$ cat src/fwsp_pkg.sv
// package of constants for the flash write-status poll controller
// Functional notes
// - read status byte twice before judging toggle
// - equal toggle reads mean operation finished
// - still toggling: check fail bit, reread twice
// - recheck stopped passes; still toggling fails
// - toggling without fail: poll on, restart later
// - after failure host writes reset command
// - skip window check only if spacing short
// - check window before and after each sector
// - present valid address for status reads
package fwsp_pkg;
  localparam int ADDR_W = 22;             // byte address width
  localparam int DATA_W = 8;              // data bus byte width
  localparam int BIT_COMPLETION = 7;      // completion polarity bit
  localparam int BIT_RUN_TOGGLE = 6;      // run toggle bit
  localparam int BIT_TIMEOUT_FAIL = 5;    // timeout fail bit
  localparam int BIT_ERASE_WINDOW = 3;    // erase window bit
  localparam int BIT_SECTOR_TOGGLE = 2;   // sector toggle bit
  localparam int CLK_MHZ = 25;            // clock rate
  localparam int STROBE_NS = 80;          // least read/write strobe width
  localparam int STROBE_CYC = (STROBE_NS * CLK_MHZ + 999) / 1000;  // rounded up
  localparam int RESET_ADDR = 0;          // address used for reset command
  localparam logic [7:0] RESET_CMD = 8'hF0;  // reset command byte
  localparam logic [1:0] RES_PASS = 2'h1; // result codes
  localparam logic [1:0] RES_FAIL = 2'h2;
  localparam logic [1:0] RES_RUN = 2'h3;  // still running, poll abandoned
  typedef enum logic [1:0] {FWSP_OP_READ, FWSP_OP_WRITE} fwsp_op_t;
endpackage : fwsp_pkg

$ cat src/fwsp_bus_cycle.sv
// one asynchronous read or write cycle on the flash pins
`timescale 1ns/1ps
`default_nettype none
module fwsp_bus_cycle
  import fwsp_pkg::*;
#(
  parameter int STROBE = STROBE_CYC
) (
  input wire logic clk_in,
  input wire logic arst_n_in,
  input wire logic ce_in,
  input wire logic start_in,
  input wire logic write_in,
  input wire logic [ADDR_W-1:0] addr_in,
  input wire logic [DATA_W-1:0] wdata_in,
  input wire logic [DATA_W-1:0] dq_in,
  output logic done_out,
  output logic [DATA_W-1:0] rdata_out,
  output logic [ADDR_W-1:0] addr_out,
  output logic [DATA_W-1:0] dq_out,
  output logic dq_oe_n_out,
  output logic chip_en_n_out,
  output logic out_en_n_out,
  output logic wr_en_n_out
);
  // refuse strobe counts that the eight-bit counter plus sampler margin cannot reach
  if (STROBE < 1 || STROBE > 252) begin : g_bad_strobe
    $error("strobe count out of range");
  end
  typedef enum logic [1:0] {FWSP_C_IDLE, FWSP_C_STROBE, FWSP_C_END} fwsp_cst_t;
  fwsp_cst_t st_q, st_d;
  logic [7:0] cnt_q, cnt_d;               // strobe width counter
  logic wr_q, wr_d;                       // cycle is a write
  logic [ADDR_W-1:0] addr_q, addr_d;
  logic [DATA_W-1:0] wd_q, wd_d, rd_q, rd_d;
  logic [DATA_W-1:0] s1_q, s2_q, s3_q;    // three-stage pin sampler
  logic done_q, done_d;
  // next-state logic; data sampled only once stages two and three agree
  always_comb begin
    st_d = st_q;
    cnt_d = cnt_q;
    wr_d = wr_q;
    addr_d = addr_q;
    wd_d = wd_q;
    rd_d = rd_q;
    done_d = 1'b0;
    unique case (st_q)
      FWSP_C_IDLE: begin
        if (start_in) begin
          st_d = FWSP_C_STROBE;
          cnt_d = 8'h00;
          wr_d = write_in;
          addr_d = addr_in;
          wd_d = wdata_in;
        end
      end
      FWSP_C_STROBE: begin
        cnt_d = cnt_q + 8'h01;
        // extra three cycles cover the sampler depth
        if (cnt_q >= 8'(STROBE + 3) && (wr_q || s2_q == s3_q)) begin
          rd_d = s3_q;
          st_d = FWSP_C_END;
        end
      end
      FWSP_C_END: begin
        done_d = 1'b1;
        st_d = FWSP_C_IDLE;
      end
      default: st_d = FWSP_C_IDLE;
    endcase
  end
  // registers; clock enable freezes everything
  always_ff @(posedge clk_in or negedge arst_n_in) begin
    if (!arst_n_in) begin
      st_q <= FWSP_C_IDLE;
      cnt_q <= 8'h00;
      wr_q <= 1'b0;
      addr_q <= '0;
      wd_q <= '0;
      rd_q <= '0;
      done_q <= 1'b0;
      s1_q <= '0;
      s2_q <= '0;
      s3_q <= '0;
    end else if (ce_in) begin
      st_q <= st_d;
      cnt_q <= cnt_d;
      wr_q <= wr_d;
      addr_q <= addr_d;
      wd_q <= wd_d;
      rd_q <= rd_d;
      done_q <= done_d;
      s1_q <= dq_in;
      s2_q <= s1_q;
      s3_q <= s2_q;
    end
  end
  assign done_out = done_q;
  assign rdata_out = rd_q;
  assign addr_out = addr_q;
  assign dq_out = wd_q;
  // drive the bus only during a write strobe (enable active low)
  assign dq_oe_n_out = !(st_q == FWSP_C_STROBE && wr_q);
  assign chip_en_n_out = !(st_q == FWSP_C_STROBE);
  assign out_en_n_out = !(st_q == FWSP_C_STROBE && !wr_q);
  assign wr_en_n_out = !(st_q == FWSP_C_STROBE && wr_q);
endmodule : fwsp_bus_cycle
`default_nettype wire

$ cat src/fwsp_poll_ctrl.sv
// host-side toggle-bit status poller for an asynchronous parallel flash
`timescale 1ns/1ps
`default_nettype none
module fwsp_poll_ctrl
  import fwsp_pkg::*;
#(
  parameter int STROBE = STROBE_CYC,
  parameter int MAX_POLLS = 65535        // polls before giving up, 0 = unlimited
) (
  input wire logic clk_in,
  input wire logic arst_n_in,
  input wire logic ce_in,
  // user side
  input wire logic start_in,              // begin a status poll
  input wire logic [ADDR_W-1:0] status_addr_in,  // valid status address
  input wire logic abandon_in,            // leave to do other work
  output logic busy_out,
  output logic done_out,                  // one-cycle result pulse
  output logic [1:0] result_out,
  output logic [DATA_W-1:0] status_out,   // last status byte read
  output logic erase_window_out,          // erase window bit of last read
  output logic sector_toggling_out,       // sector toggle bit changed
  output logic flash_busy_out,            // synchronised busy pin
  // flash pins
  input wire logic [DATA_W-1:0] dq_in,
  input wire logic busy_pin_n_in,
  output logic [ADDR_W-1:0] flash_addr_out,
  output logic [DATA_W-1:0] dq_out,
  output logic dq_oe_n_out,
  output logic chip_en_n_out,
  output logic out_en_n_out,
  output logic wr_en_n_out
);
  // refuse poll limits that the sixteen-bit poll counter cannot hold
  if (MAX_POLLS < 0 || MAX_POLLS > 65535) begin : g_bad_polls
    $error("poll limit out of range");
  end

  typedef enum logic [2:0] {
    FWSP_IDLE, FWSP_READ_A, FWSP_READ_B, FWSP_JUDGE, FWSP_RECHECK,
    FWSP_RESET_WR, FWSP_REPORT
  } fwsp_state_t;

  fwsp_state_t st_q, st_d;
  logic [DATA_W-1:0] prev_q, prev_d;      // capture of earlier read
  logic [DATA_W-1:0] cur_q, cur_d;        // capture of latest read
  logic [1:0] res_q, res_d;
  logic done_q, done_d;
  logic after_fail_q, after_fail_d;       // rechecking after fail bit high
  logic stog_q, stog_d;                   // sector toggle bit moved in latest pair
  logic [15:0] polls_q, polls_d;
  logic cyc_start, cyc_write, cyc_done;
  logic [ADDR_W-1:0] cyc_addr;
  logic [DATA_W-1:0] cyc_rdata;
  logic by1_q, by2_q, by3_q, by_q;        // busy pin sampler and filtered level

  // true when the given bit differs between two captures
  function automatic logic bit_moved(input logic [DATA_W-1:0] a,
                                     input logic [DATA_W-1:0] b, input int idx);
    bit_moved = a[idx] ^ b[idx];
  endfunction : bit_moved

  fwsp_bus_cycle #(.STROBE(STROBE)) u_cycle (
    .clk_in(clk_in),
    .arst_n_in(arst_n_in),
    .ce_in(ce_in),
    .start_in(cyc_start),
    .write_in(cyc_write),
    .addr_in(cyc_addr),
    .wdata_in(RESET_CMD),
    .dq_in(dq_in),
    .done_out(cyc_done),
    .rdata_out(cyc_rdata),
    .addr_out(flash_addr_out),
    .dq_out(dq_out),
    .dq_oe_n_out(dq_oe_n_out),
    .chip_en_n_out(chip_en_n_out),
    .out_en_n_out(out_en_n_out),
    .wr_en_n_out(wr_en_n_out)
  );

  // issue a bus cycle on entry of each reading or writing state
  logic issued_q, issued_d;
  assign cyc_start = (st_q == FWSP_READ_A || st_q == FWSP_READ_B || st_q == FWSP_RESET_WR)
                     && !issued_q;
  assign cyc_write = (st_q == FWSP_RESET_WR);
  // status reads use the user's address so sector and polarity bits mean something
  assign cyc_addr = cyc_write ? ADDR_W'(RESET_ADDR) : status_addr_in;

  // poll sequencer next-state logic
  always_comb begin
    st_d = st_q;
    prev_d = prev_q;
    cur_d = cur_q;
    res_d = res_q;
    done_d = 1'b0;
    after_fail_d = after_fail_q;
    stog_d = stog_q;
    polls_d = polls_q;
    issued_d = issued_q;
    if (cyc_start) issued_d = 1'b1;
    unique case (st_q)
      FWSP_IDLE: begin
        if (start_in) begin
          // every poll begins from the first read again
          st_d = FWSP_READ_A;
          after_fail_d = 1'b0;
          polls_d = 16'h0000;
          issued_d = 1'b0;
        end
      end
      FWSP_READ_A: begin
        if (cyc_done) begin
          prev_d = cyc_rdata;
          st_d = FWSP_READ_B;
          issued_d = 1'b0;
        end
      end
      FWSP_READ_B: begin
        if (cyc_done) begin
          cur_d = cyc_rdata;
          // registered so the sector flag is a flop output like the other data
          stog_d = bit_moved(prev_q, cyc_rdata, BIT_SECTOR_TOGGLE);
          st_d = FWSP_JUDGE;
          issued_d = 1'b0;
        end
      end
      FWSP_JUDGE: begin
        if (!bit_moved(prev_q, cur_q, BIT_RUN_TOGGLE)) begin
          // toggle stopped: finished, next read yields array data
          res_d = RES_PASS;
          st_d = FWSP_REPORT;
        end else if (after_fail_q) begin
          // still toggling after fail bit: failed, restore array reads
          res_d = RES_FAIL;
          st_d = FWSP_RESET_WR;
        end else begin
          st_d = FWSP_RECHECK;
        end
      end
      FWSP_RECHECK: begin
        polls_d = polls_q + 16'h0001;
        if (cur_q[BIT_TIMEOUT_FAIL]) begin
          // toggle may have stopped just as the fail bit rose
          after_fail_d = 1'b1;
          st_d = FWSP_READ_A;
        end else if (abandon_in ||
                     (MAX_POLLS != 0 && polls_q >= 16'(MAX_POLLS))) begin
          res_d = RES_RUN;
          st_d = FWSP_REPORT;
        end else begin
          st_d = FWSP_READ_A;
        end
      end
      FWSP_RESET_WR: begin
        if (cyc_done) begin
          st_d = FWSP_REPORT;
          issued_d = 1'b0;
        end
      end
      FWSP_REPORT: begin
        done_d = 1'b1;
        st_d = FWSP_IDLE;
      end
      default: st_d = FWSP_IDLE;
    endcase
  end

  // poll sequencer registers and busy pin sampler
  always_ff @(posedge clk_in or negedge arst_n_in) begin
    if (!arst_n_in) begin
      st_q <= FWSP_IDLE;
      prev_q <= '0;
      cur_q <= '0;
      res_q <= 2'h0;
      done_q <= 1'b0;
      after_fail_q <= 1'b0;
      stog_q <= 1'b0;
      polls_q <= 16'h0000;
      issued_q <= 1'b0;
      by1_q <= 1'b1;
      by2_q <= 1'b1;
      by3_q <= 1'b1;
      by_q <= 1'b1;
    end else if (ce_in) begin
      st_q <= st_d;
      prev_q <= prev_d;
      cur_q <= cur_d;
      res_q <= res_d;
      done_q <= done_d;
      after_fail_q <= after_fail_d;
      stog_q <= stog_d;
      polls_q <= polls_d;
      issued_q <= issued_d;
      by1_q <= busy_pin_n_in;
      by2_q <= by1_q;
      by3_q <= by2_q;
      // level changes only when stages two and three agree
      if (by2_q == by3_q) by_q <= by3_q;
    end
  end

  assign busy_out = (st_q != FWSP_IDLE);
  assign done_out = done_q;
  assign result_out = res_q;
  assign status_out = cur_q;
  // window bit of latest read; user checks it around each sector erase
  // always reported, so the user need not rely on short command spacing
  assign erase_window_out = cur_q[BIT_ERASE_WINDOW];
  assign sector_toggling_out = stog_q;
  // pin low means device busy
  assign flash_busy_out = !by_q;
endmodule : fwsp_poll_ctrl
`default_nettype wire

$ cat config.mk
export PLATFORM = sky130hd
export DESIGN_NAME = fwsp_poll_ctrl
export DESIGN_NICKNAME = d
export VERILOG_FILES = /design/src/fwsp_pkg.sv /design/src/fwsp_bus_cycle.sv /design/src/fwsp_poll_ctrl.sv
export SDC_FILE = /design/constraint.sdc
export NUM_CORES = 1
export LEC_CHECK = 0
export ABC_CLOCK_PERIOD_IN_PS = 7000
export BUFFER_PORTS_ARGS = -buffer_cell sky130_fd_sc_hd__buf_2
export CORE_MARGIN = 10
export CORE_UTILIZATION = 43
export DETAILED_ROUTE_END_ITERATION = 8
export GPL_TIMING_DRIVEN = 0
export PLACE_DENSITY = 0.66
export SYNTH_ARGS = -nofsm -noshare
export SYNTH_HDL_FRONTEND = slang
export SYNTH_HIERARCHICAL = 1
export SYNTH_SLANG_ARGS = --single-unit
$ cat constraint.sdc
create_clock -name clk_in -period 7 [get_ports clk_in]
set_clock_uncertainty 0.05 [all_clocks]
set_input_delay 0 -clock clk_in [delete_from_list [all_inputs] [get_ports clk_in]]
set_output_delay 0 -clock clk_in [all_outputs]
set_load 0.01 [all_outputs]
==> impl_results.rst, run 1 <==
.. list-table::
   :header-rows: 1

   * - Metric
     - Value
   * - Result of the run
     - finished clean
   * - Antenna diode count
     - 0
   * - Global-route wire length before repair
     - 19.1 mm
   * - Drt initial violations
     - 214
   * - Ratio of cells with drive above 1 in the final layout
     - 32.8%
   * - Origin of the worst setup path
     - st_q[1]
   * - Floorplan row count
     - 40
   * - Cells resized by post-CTS repair
     - 0
   * - Cell area after technology mapping
     - around 5200 um^2
   * - Register-to-register setup slack
     - a little over 4 ns
   * - Largest net degree at the start of global routing
     - 58
   * - Number of remaining DRC errors
     - 0
   * - Buffers added on ports
     - between 80 and 90
   * - Vias per inst
     - 5.15
   * - Share of the cycle needed by the critical path after routing
     - 40.8%
   * - Number of enable flip-flop cells after synthesis
     - 0
   * - Number of fill cells
     - between 900 and 1000
   * - RD Place Congestion
     - about 0.83
   * - Initial core utilization
     - about 44%
   * - Leakage power of the design
     - 3.13 nW
   * - Post-DP HPWL
     - around 8.0 mm
   * - Worst EP arrival
     - slightly above 3 ns
   * - Buffer count from post-CTS setup fixing
     - 0
   * - Die W
     - roughly 130 um
   * - Power per cell area
     - around 380 nW/um^2
   * - FF-to-FF End
     - u_cycle/addr_out[20]
   * - Via count
     - a little under 4000
   * - Setup TNS after final layout
     - 0 ns
   * - Clock-pin slew of the registers on the worst-case setup and hold paths
     - roughly 0.060 ns
   * - Number of I/O pins
     - 85
   * - Layout Nets
     - ~630
   * - Endpoint required time on the critical path
     - just over 7 ns
   * - Unrepaired setup endpoints after global routing
     - no
   * - Shortest period the worst path allows
     - approximately 2.9 ns
   * - Worst hold path type
     - in -> async
   * - Worst setup path end
     - u_cycle/addr_out[20]
   * - Least-Margin Pin Slew
     - 0.741 ns
   * - Post-synthesis register bit count
     - 113
   * - Wire length per cell
     - 15.2 um
   * - Top flip-flop cell by instance count after synthesis
     - sky130_fd_sc_hd__dfrtp_1
   * - Number of sinks handled by clock tree synthesis
     - between 100 and 150
   * - Kind of critical path
     - reg -> reg
   * - Post-synthesis sequential area ratio
     - 54.2%
   * - Number of failing setup endpoints in the final timing report
     - 0
   * - Most common cell after layout, fill and taps aside
     - sky130_fd_sc_hd__dfrtp_1
   * - Number of search-and-repair iterations in the first detailed-routing pass
     - 4
   * - Maximum capacitance violations
     - 0
   * - Maximum number of buffers from clock root to sink
     - 2
   * - Core Area
     - between 10000 and 15000 um^2
   * - Async set or reset register ratio after synthesis
     - 100%
   * - Number of cells traversed by the worst register-to-register path
     - 8
   * - Achievable frequency
     - about 350 MHz
   * - Hold Vio Cnt, Final
     - 0
   * - Headroom to the max-slew limit
     - about half
   * - Clk Tree Root Cell
     - sky130_fd_sc_hd__clkbuf_16
   * - Gate Count Post-Synth
     - around 450
   * - Max Slew Vio Count
     - 0
   * - TritonCTS clock tree
     - yes
   * - Critical Path Start Type
     - register
   * - Vias in the first global route
     - 3977
   * - Reg-to-reg startpoint
     - st_q[1]
   * - Die area
     - 17000 um^2
   * - Worst setup EP type
     - register
   * - Post-Syn Area per Cell
     - ~12 um^2
   * - Worst-path cell with the longest stage delay
     - sky130_fd_sc_hd__dfrtp_1
   * - Maximum net fanout on the critical path
     - 10
   * - Total power after layout
     - around 2.6 mW
   * - Top library cells by usage in the layout, fill and taps aside
     - sky130_fd_sc_hd__dfrtp_1, sky130_fd_sc_hd__buf_2, sky130_fd_sc_hd__mux2_2
   * - GRT Util Overall
     - 14.1%
   * - Delay contributed by the slowest stage of the critical path
     - about 0.47 ns
   * - H-tree levels
     - 4
   * - Number of warnings issued by yosys
     - 6
   * - Total CTS buffers
     - 17
   * - Number of antenna violations at the first check in global routing
     - 0
   * - Final ANT Viol Nets
     - 0
   * - Area Overhead vs Synth
     - 31.2%
   * - Worst voltage drop across the vdd grid
     - 0.000213 V
   * - DIE HEIGHT
     - around 130 um
   * - Clock latency at the later pin of the worst-skew pair
     - 0.41 ns
   * - Total congestion overflow after global routing
     - 0
   * - Synth cell types
     - 52
   * - Series of cell instances along the critical path
     - clkbuf_1 > inv_1 > or3_1 > a21oi_1 > nor3b_2 > buf_4 > buf_6 > mux2_1
   * - Detailed-route wire length
     - approximately 11 mm
worst max-delay path: cells and delay by family (launching register included):
kind,cells,cell delay (ns)
buffers and inverters,4,0.95
AND/OR/NAND/NOR,2,0.73
multiplexers,1,0.32
flip-flops,1,0.47
AO/OA/AOI/OAI,1,0.21
sequential cells by signal, summed over array words and instances (netlist names), 3 cells and up:
register and cells:
u_cycle/addr_out 22, polls_q 16, status_out 8, u_cycle/cnt_q 8, u_cycle/dq_out 8, u_cycle/rdata_out 8, u_cycle/s1_q 8, u_cycle/s2_q 8
u_cycle/s3_q 8, st_q 3
cells in the mapped netlist (4+ instances only):
library cell,n,area [um^2]
sky130_fd_sc_hd__a21oi_1,16,80.1
sky130_fd_sc_hd__xnor2_1,15,131
sky130_fd_sc_hd__buf_4,4,30.0
sky130_fd_sc_hd__o21ai_0,13,65.1
sky130_fd_sc_hd__buf_2,5,25.0
sky130_fd_sc_hd__nor2_1,25,93.8
sky130_fd_sc_hd__xor2_1,7,61.3
sky130_fd_sc_hd__or4_1,6,45.0
sky130_fd_sc_hd__nor4_1,6,37.5
sky130_fd_sc_hd__or3_1,6,37.5
sky130_fd_sc_hd__clkbuf_1,12,45.0
sky130_fd_sc_hd__nand2b_1,5,31.3
sky130_fd_sc_hd__nand4_1,9,56.3
sky130_fd_sc_hd__mux2_1,15,169
sky130_fd_sc_hd__mux2_2,60,676
sky130_fd_sc_hd__inv_1,18,67.6
sky130_fd_sc_hd__and2_1,26,163
sky130_fd_sc_hd__nand3_1,12,60.1
sky130_fd_sc_hd__nor3_1,5,25.0
sky130_fd_sc_hd__dfrtp_1,109,2730
sky130_fd_sc_hd__o31ai_1,7,52.6
sky130_fd_sc_hd__nand2_1,16,60.1
sky130_fd_sc_hd__ha_1,4,50.1
sky130_fd_sc_hd__dfstp_2,4,105
where the power goes:
group / switching [mW] / internal (mW)
clock network: 0.327 / 0.571
registers: 0.138 / 0.847
logic: 0.363 / 0.342
cell type report:
class	instances	area (um^2)	area share [%]
multi-input cells	297	2220	32.5
inverters	18	67.6	0.986
clock inverters	15	200	2.92
clock buffers	17	425	6.21
repair buffers	119	796	11.6
flip-flops and latches	113	2830	41.3
well taps	147	184	2.68
plain buffers	25	123	1.79
per-layer routing:
metal	track usage, %	vias to the layer above	routed length (um)	share of wire, %
met4	4.89	0	111	0.97
met5	0	-	0	0
met1	16.6	1913	4890	43
met2	23.5	78	5820	51
met3	4.95	15	619	5.4
li1	-	1859	-	-
per-stage QoR:
step                      instance area (um^2)  utilization, %  setup WS [ns]  hold slack [ns]  cells
after floorplan                           5250               -           4.69           -0.346    453
final                                     6850            57.3           4.14            0.137    751
after global placement                    5850            48.9           4.22            0.183    683
after global routing                      6850            57.3           3.92            0.206    751
after detailed placement                  5880            49.1           4.20           0.0727    684
after CTS                                 6850            57.3           4.19            0.181    751
cell families (layout without fill, tap and decap cells):
group	Yosys count	in the layout	synth area share, %
AOI/OAI and AO/OA	51	51	6.13
other	2	8	0.144
and+or+nand+nor	135	135	14.7
buffers and inverters	43	194	3.64
xor gates and xnor gates	22	22	3.69
adders and majority gates	4	4	0.958
DFF	113	113	54.2
muxes	77	77	16.5
how the worst min path moves through the flow:
stage               from               to  slack [ns]  cells after the start
4_1_cts        arst_n_in       polls_q[1]        0.18                      2
6_report       arst_n_in       polls_q[8]        0.14                      2
2_1_floorplan  arst_n_in     after_fail_q       -0.35                      0
3_5_place_dp   arst_n_in       polls_q[8]        0.07                      1
5_1_grt        arst_n_in       polls_q[9]        0.21                      2
3_3_place_gp    dq_in[5]  u_cycle/s1_q[5]        0.18                      2
what timing repair did:
item                                    in CTS  in global routing
hold endpoints to repair                    97                  0
endpoints found under the setup margin       0                  0
hold buffers                                35                  0
Note: power is estimated with default switching activity, not from simulation.
==> inputs of run 2 (changes only) <==
--- a/config.mk
+++ b/config.mk
@@ -5,13 +5,13 @@
 export SDC_FILE = /design/constraint.sdc
 export NUM_CORES = 1
 export LEC_CHECK = 0
-export ABC_CLOCK_PERIOD_IN_PS = 7000
+export ABC_CLOCK_PERIOD_IN_PS = 2500
 export BUFFER_PORTS_ARGS = -buffer_cell sky130_fd_sc_hd__buf_2
 export CORE_MARGIN = 10
 export CORE_UTILIZATION = 43
 export DETAILED_ROUTE_END_ITERATION = 8
 export GPL_TIMING_DRIVEN = 0
-export PLACE_DENSITY = 0.66
+export PLACE_DENSITY = 0.69
 export SYNTH_ARGS = -nofsm -noshare
 export SYNTH_HDL_FRONTEND = slang
 export SYNTH_HIERARCHICAL = 1
==> constraint.sdc (replaced) <==
create_clock -name clk_in -period 2.5 [get_ports clk_in]
set_clock_uncertainty 0.05 [all_clocks]
set_input_delay 0 -clock clk_in [delete_from_list [all_inputs] [get_ports clk_in]]
set_output_delay 0 -clock clk_in [all_outputs]
set_load 0.01 [all_outputs]
==> impl_results.rst, run 2 (synthesis gave the netlist of run 1 again) <==
.. list-table::
   :header-rows: 1

   * - Metric
     - Value
   * - Unrepaired setup endpoints after global routing
     - no (unchanged)
   * - Fin Hold WS
     - 0.208 ns (was 0.137 ns)
   * - Vias per inst
     - 5.09 (was 5.15)
   * - RD Place Congestion
     - 0.782 (was 0.832)
   * - Maximum number of buffers from clock root to sink
     - 2 (unchanged)
   * - Register area
     - 2830 um^2 (about the same)
   * - Area Overhead vs Synth
     - 32.3% (was 31.2%)
   * - Shortest period the worst path allows
     - 2.37 ns (was 2.86 ns)
   * - DIE HEIGHT
     - 130 um (unchanged)
   * - Number of failing setup endpoints in the final timing report
     - 0 (unchanged)
   * - Number of search-and-repair iterations in the first detailed-routing pass
     - 4 (unchanged)
   * - Floorplan row count
     - 40 (unchanged)
   * - Number of sinks handled by clock tree synthesis
     - 113 (unchanged)
   * - Antenna diode count
     - 0 (unchanged)
   * - Number of remaining DRC errors
     - 0 (unchanged)
   * - Origin of the worst setup path
     - st_q[1] (unchanged)
   * - Combined area of the multi-input logic cells
     - 2240 um^2 (was 2220 um^2)
   * - Least-Margin Pin Slew
     - 0.867 ns (was 0.741 ns)
   * - Initial core utilization
     - 43.7% (unchanged)
   * - Switching part of the total power
     - 30.2% (was 32.0%)
   * - Drt initial violations
     - 184 (was 214)
   * - Worst EP arrival
     - 2.61 ns (was 3.10 ns)
   * - Critical Path Start Type
     - register (unchanged)
   * - Non-filler instance count after layout
     - 754 (was 751)
   * - Internal Power
     - 5.08 mW (was 1.76 mW)
   * - Total CTS buffers
     - 17 (unchanged)
   * - GRT Util Overall
     - 14.7% (was 14.1%)
   * - Cells after DPL
     - 684 (unchanged)
   * - Maximum net fanout on the critical path
     - 10 (unchanged)
   * - Ratio of cells with drive above 1 in the final layout
     - 33.8% (was 32.8%)
   * - Leakage power of the design
     - 3.16 nW (was 3.13 nW)
   * - Clk Tree Root Cell
     - sky130_fd_sc_hd__clkbuf_16 (unchanged)
   * - Flip-flop count of the largest register after layout
     - 22 (unchanged)
   * - Vias in the first global route
     - 4061 (was 3977)
   * - Sequential cell fraction of total power
     - 37.9% (was 38.1%)
   * - Global-route wire length before repair
     - 19.7 mm (was 19.1 mm)
   * - Core Area
     - 12000 um^2 (unchanged)
   * - Top library cells by usage in the layout, fill and taps aside
     - sky130_fd_sc_hd__dfrtp_1, sky130_fd_sc_hd__buf_2, sky130_fd_sc_hd__mux2_2 (unchanged)
   * - Headroom to the max-slew limit
     - 42.2% (was 50.6%)
   * - Post-DP HPWL
     - 8.26 mm (was 7.96 mm)
   * - Detailed-route wire length
     - 11.6 mm (was 11.4 mm)
   * - Achievable frequency
     - 422 MHz (was 350 MHz)
   * - Number of I/O pins
     - 85 (unchanged)
   * - Number of antenna violations at the first check in global routing
     - 0 (unchanged)
   * - Max Slew Vio Count
     - 0 (unchanged)
   * - TritonCTS clock tree
     - yes (unchanged)
   * - Worst hold path type
     - in -> async (unchanged)
   * - Clock-pin slew of the registers on the worst-case setup and hold paths
     - 0.05 ns (was 0.06 ns)
   * - Final ANT Viol Nets
     - 0 (unchanged)
   * - Via count
     - 3835 (was 3865)
   * - Clock latency at the later pin of the worst-skew pair
     - 0.41 ns (about the same)
   * - Clock share of power
     - 34.7% (about the same)
   * - H-tree levels
     - 4 (unchanged)
   * - Buffers added on ports
     - 83 (unchanged)
   * - Result of the run
     - finished clean (unchanged)
   * - Die W
     - 130 um (unchanged)
   * - Wire length per cell
     - 15.4 um (was 15.2 um)
   * - Logic pwr share
     - 27.4% (was 27.2%)
   * - Share of the cycle needed by the critical path after routing
     - 94.8% (was 40.8%)
   * - Number of fill cells
     - 986 (was 972)
   * - Layout Nets
     - 634 (was 631)
   * - Die area
     - 17000 um^2 (unchanged)
   * - Most common cell after layout, fill and taps aside
     - sky130_fd_sc_hd__dfrtp_1 (unchanged)
   * - Worst setup EP type
     - register (unchanged)
   * - Kind of critical path
     - reg -> reg (unchanged)
   * - Maximum capacitance violations
     - 0 (unchanged)
   * - Switching power of the nets
     - 2.19 mW (was 0.828 mW)
   * - Hold Vio Cnt, Final
     - 0 (unchanged)
   * - Worst voltage drop across the vdd grid
     - 0.000440 V (was 0.000213 V)
   * - Largest net degree at the start of global routing
     - 68 (was 58)
   * - Total congestion overflow after global routing
     - 0 (unchanged)
   * - Endpoint required time on the critical path
     - 2.74 ns (was 7.24 ns)
   * - Total power after layout
     - 7.27 mW (was 2.59 mW)
   * - Reg-to-reg startpoint
     - st_q[1] (unchanged)
   * - Power per cell area
     - 1050 nW/um^2 (was 378 nW/um^2)
## run 2: changes by cell type in the layout (fill, tap and decap cells not counted), sizes merged
| cell | previous run | this run |
|---|---|---|
| inv | 24 | 18 |
| buf | 97 | 100 |
| bufinv | 3 | 4 |
| clkbuf | 29 | 35 |
| clkinv | 6 | 4 |
| clkinvlp | 0 | 1 |
## run 2: timing repair
action | 4_1_cts | 5_1_grt
endpoints found under the setup margin | 30 | 25
setup buffers | 0 | 5
hold endpoints to repair | 103 | 0
hold buffers | 35 | 0
gates resized for setup | 5 | 8
## run 2: power by group through the flow
stage	Combinational (mW)	Clock, mW	Sequential [mW]
after floorplan	1.15	0	2.83
after global placement	1.88	0	2.74
after detailed placement	1.94	0	2.79
after CTS	1.99	2.58	2.76
after global routing	2.23	2.67	2.84
final	1.99	2.52	2.76
## run 2: critical path, cell delays in order, from the launching register on
cell and delay (ns):
sky130_fd_sc_hd__dfrtp_2 0.43, sky130_fd_sc_hd__clkbuf_4 0.21, sky130_fd_sc_hd__inv_1 0.09, sky130_fd_sc_hd__or3_1 0.39, sky130_fd_sc_hd__a21oi_2 0.17, sky130_fd_sc_hd__nor3b_4 0.26
sky130_fd_sc_hd__clkbuf_4 0.28, sky130_fd_sc_hd__mux2_2 0.36
## run 2: layer usage
metal / GRT usage, % / part of all wire (%) / wire [um] / up-vias
met2: 24.3 / 51 / 5920 / 88
met1: 17.3 / 42 / 4920 / 1875
li1: - / - / - / 1858
met5: 0 / 0 / 0 / -
met4: 6.22 / 1.5 / 177 / 0
met3: 4.79 / 5.0 / 583 / 14
## run 2: per-stage QoR
step | utilization, % | worst slack, ns | area [um^2] | TNS [ns]
after floorplan | - | 0.186 | 5250 | 0
after global placement | 48.9 | -0.217 | 5850 | -3.27
after detailed placement | 49.1 | -0.213 | 5880 | -3.53
after CTS | 57.3 | 0.0573 | 6860 | 0
after global routing | 57.8 | 0.00978 | 6910 | 0
final | 57.8 | 0.130 | 6910 | 0
## run 2: final timing paths
path / end / slack [ns] / cells after the start
hold / removal: u_cycle/dq_out[0] / 0.21 / 2
min in group clk_in: u_cycle/s1_q[7] / 0.30 / 3
max in group asynchronous: u_cycle/s3_q[1] / 1.47 / 3
setup reg to reg: u_cycle/addr_out[13] / 0.13 / 7
hold reg to reg: u_cycle/rdata_out[7] / 0.43 / 1
setup / recovery: u_cycle/addr_out[13] / 0.13 / 7
## run 2: area by class of cell
cell class	instances	share of cell area, %
Clock inverter	9	2.24
Multi-Input combinational cell	297	32.4
Buffer	23	1.88
Inverter	18	0.978
Tap cell	147	2.66
Sequential cell	113	41.0
Timing Repair Buffer	124	12.1
Clock buffer	23	6.77
==> inputs of run 3 (changes only) <==
--- a/config.mk
+++ b/config.mk
@@ -6,7 +6,7 @@
 export NUM_CORES = 1
 export LEC_CHECK = 0
 export ABC_CLOCK_PERIOD_IN_PS = 2500
-export BUFFER_PORTS_ARGS = -buffer_cell sky130_fd_sc_hd__buf_2
+export BUFFER_PORTS_ARGS = -buffer_cell sky130_fd_sc_hd__clkbuf_2
 export CORE_MARGIN = 10
 export CORE_UTILIZATION = 43
 export DETAILED_ROUTE_END_ITERATION = 8
==> impl_results.rst, run 3 (synthesis gave the netlist of run 1 again) <==
.. list-table::
   :header-rows: 1

   * - Metric
     - Value
   * - H-tree levels
     - 4 (unchanged)
   * - Kind of critical path
     - reg -> reg (unchanged)
   * - Share of the cycle needed by the critical path after routing
     - 93.8% (was 94.8%)
   * - Worst setup EP type
     - register (unchanged)
   * - Cell area after layout
     - 6830 um^2 (was 6910 um^2)
   * - Initial core utilization
     - 43.7% (unchanged)
   * - Clk Tree Root Cell
     - sky130_fd_sc_hd__clkbuf_16 (unchanged)
   * - Drt initial violations
     - 185 (was 184)
   * - Non-filler instance count after layout
     - 751 (was 754)
   * - Number of fill cells
     - 997 (was 986)
   * - Maximum capacitance violations
     - 0 (unchanged)
   * - Power per cell area
     - 1040 nW/um^2 (was 1050 nW/um^2)
   * - Number of I/O pins
     - 85 (unchanged)
   * - Via count
     - 3819 (was 3835)
   * - Most common cell after layout, fill and taps aside
     - sky130_fd_sc_hd__dfrtp_1 (unchanged)
   * - Leakage power of the design
     - 3.13 nW (was 3.16 nW)
   * - Shortest period the worst path allows
     - 2.35 ns (was 2.37 ns)
   * - Combined area of the multi-input logic cells
     - 2230 um^2 (was 2240 um^2)
   * - Least-Margin Pin Slew
     - 0.932 ns (was 0.867 ns)
   * - Vias in the first global route
     - 3959 (was 4061)
   * - Floorplan row count
     - 40 (unchanged)
   * - Hold Vio Cnt, Final
     - 0 (unchanged)
   * - Wire length per cell
     - 15.3 um (was 15.4 um)
   * - Post-DP HPWL
     - 7.98 mm (was 8.26 mm)
   * - DIE HEIGHT
     - 130 um (unchanged)
   * - Number of failing setup endpoints in the final timing report
     - 0 (unchanged)
   * - Flip-flop count of the largest register after layout
     - 22 (unchanged)
   * - Layout Nets
     - 631 (was 634)
   * - Origin of the worst setup path
     - st_q[0] (was st_q[1])
   * - Result of the run
     - finished clean (unchanged)
   * - Buffers added on ports
     - 83 (unchanged)
   * - Worst hold path type
     - in -> async (unchanged)
   * - Total congestion overflow after global routing
     - 0 (unchanged)
   * - Final ANT Viol Nets
     - 0 (unchanged)
   * - Critical Path Start Type
     - register (unchanged)
   * - Number of sinks handled by clock tree synthesis
     - 113 (unchanged)
   * - Total power after layout
     - 7.11 mW (was 7.27 mW)
   * - Die area
     - 17000 um^2 (unchanged)
   * - Reg-to-reg startpoint
     - st_q[0] (was st_q[1])
   * - Register-to-register setup slack
     - 0.15 ns (was 0.13 ns)
   * - Worst-path cell with the longest stage delay
     - sky130_fd_sc_hd__or3_1 (was sky130_fd_sc_hd__dfrtp_2)
   * - Largest net degree at the start of global routing
     - 114 (was 68)
   * - Antenna diode count
     - 0 (unchanged)
   * - TritonCTS clock tree
     - yes (unchanged)
   * - Maximum net fanout on the critical path
     - 19 (was 10)
   * - Number of antenna violations at the first check in global routing
     - 0 (unchanged)
   * - FF-to-FF End
     - u_cycle/addr_out[13] (unchanged)
   * - Clock latency at the later pin of the worst-skew pair
     - 0.42 ns (was 0.41 ns)
   * - Unrepaired setup endpoints after global routing
     - no (unchanged)
   * - Series of cell instances along the critical path
     - clkbuf_2 > or3_1 > a21oi_1 > nor3b_4 > buf_2 > mux2_2 (was clkbuf_4 > inv_1 > or3_1 > a21oi_2 > nor3b_4 > clkbuf_4 > mux2_2)
   * - Cells after DPL
     - 683 (was 684)
   * - Area Overhead vs Synth
     - 30.7% (was 32.3%)
   * - Worst EP arrival
     - 2.59 ns (was 2.61 ns)
   * - Worst voltage drop across the vdd grid
     - 0.000471 V (was 0.000440 V)
   * - Core Area
     - 12000 um^2 (unchanged)
   * - Top library cells by usage in the layout, fill and taps aside
     - sky130_fd_sc_hd__dfrtp_1, sky130_fd_sc_hd__clkbuf_2, sky130_fd_sc_hd__mux2_2 (was sky130_fd_sc_hd__dfrtp_1, sky130_fd_sc_hd__buf_2, sky130_fd_sc_hd__mux2_2)
   * - Layout Utilization
     - 57.1% (was 57.8%)
   * - Post-detailed-placement cell area
     - 5860 um^2 (was 5880 um^2)
   * - RD Place Congestion
     - 0.792 (was 0.782)
   * - Total CTS buffers
     - 17 (unchanged)
   * - Die W
     - 130 um (unchanged)
   * - Worst setup path end
     - u_cycle/addr_out[13] (unchanged)
   * - Detailed-route wire length
     - 11.5 mm (was 11.6 mm)
   * - Achievable frequency
     - 426 MHz (was 422 MHz)
   * - Number of remaining DRC errors
     - 0 (unchanged)
   * - Maximum number of buffers from clock root to sink
     - 2 (unchanged)
   * - Register area
     - 2830 um^2 (unchanged)
   * - Global-route wire length before repair
     - 19.5 mm (was 19.7 mm)
   * - Clock-pin slew of the registers on the worst-case setup and hold paths
     - 0.05 ns (about the same)
   * - Ratio of cells with drive above 1 in the final layout
     - 33.6% (was 33.8%)
   * - Number of cells traversed by the worst register-to-register path
     - 6 (was 7)
   * - Endpoint required time on the critical path
     - 2.74 ns (about the same)
   * - GRT Util Overall
     - 14.7% (about the same)
   * - Max Slew Vio Count
     - 0 (unchanged)
   * - Headroom to the max-slew limit
     - 37.8% (was 42.2%)
   * - Vias per inst
     - 5.09 (about the same)
   * - Number of search-and-repair iterations in the first detailed-routing pass
     - 4 (unchanged)
   * - Delay contributed by the slowest stage of the critical path
     - 0.39 ns (was 0.43 ns)
-- run 3: what timing repair did --
action | in CTS | in global routing
setup buffers | 0 | 4
hold buffers | 35 | 0
pin swaps | 0 | 0
endpoints found under the setup margin | 29 | 24
resized for setup | 3 | 4
hold endpoints to repair | 150 | 0
gates cloned | 0 | 0
-- run 3: worst min path at each step --
stage	startpoint	slack (ns)	end
2_1_floorplan	arst_n_in	-0.35	after_fail_q
3_3_place_gp	dq_in[6]	0.18	u_cycle/s1_q[6]
3_5_place_dp	arst_n_in	0.14	polls_q[15]
4_1_cts	arst_n_in	0.27	polls_q[15]
5_1_grt	arst_n_in	0.32	polls_q[9]
6_report	arst_n_in	0.17	polls_q[11]
-- run 3: metrics by stage --
step                TNS (ns)  hold slack [ns]  setup slack [ns]
finish                     0            0.169             0.154
global route               0            0.320           0.00488
CTS                        0            0.270            0.0568
detailed placement     -2.77            0.144            -0.199
global placement      -23.31            0.183            -0.206
floorplan                  0           -0.346             0.186
-- run 3: cell type report --
| class | instances | share of cell area [%] |
|---|---|---|
| plain buffers | 22 | 1.72 |
| clock buffers | 20 | 6.69 |
| clock inverters | 12 | 1.96 |
| inverters | 18 | 0.989 |
| multi-input cells | 297 | 32.7 |
| flip-flops and latches | 113 | 41.5 |
| well taps | 147 | 2.69 |
| repair buffers | 122 | 11.8 |
-- run 3: per-layer routing --
metal,routed length [um],share of wire [%],GRT usage [%],vias to the layer above
met2,5850,51,24.4,79
li1,-,-,-,1849
met3,546,4.7,4.34,13
met4,230,2.0,7.54,0
met1,4890,42,17.0,1878
met5,0,0,0,-
-- run 3: worst max-delay path: cells and delay by family, from the launching register on --
family                 cells  cell delay (ns)
and+or+nand+nor            2             0.66
muxes                      1             0.38
AOI/OAI and AO/OA          1             0.21
DFF                        1             0.37
buffers and inverters      2             0.55
-- run 3: power breakdown --
| part | leakage [nW] | switching (mW) | total (mW) | internal (mW) |
|---|---|---|---|---|
| combinational | 1.42 | 1.01 | 1.99 | 0.979 |
| clock | 0.286 | 0.839 | 2.36 | 1.52 |
| sequential | 1.42 | 0.392 | 2.77 | 2.37 |
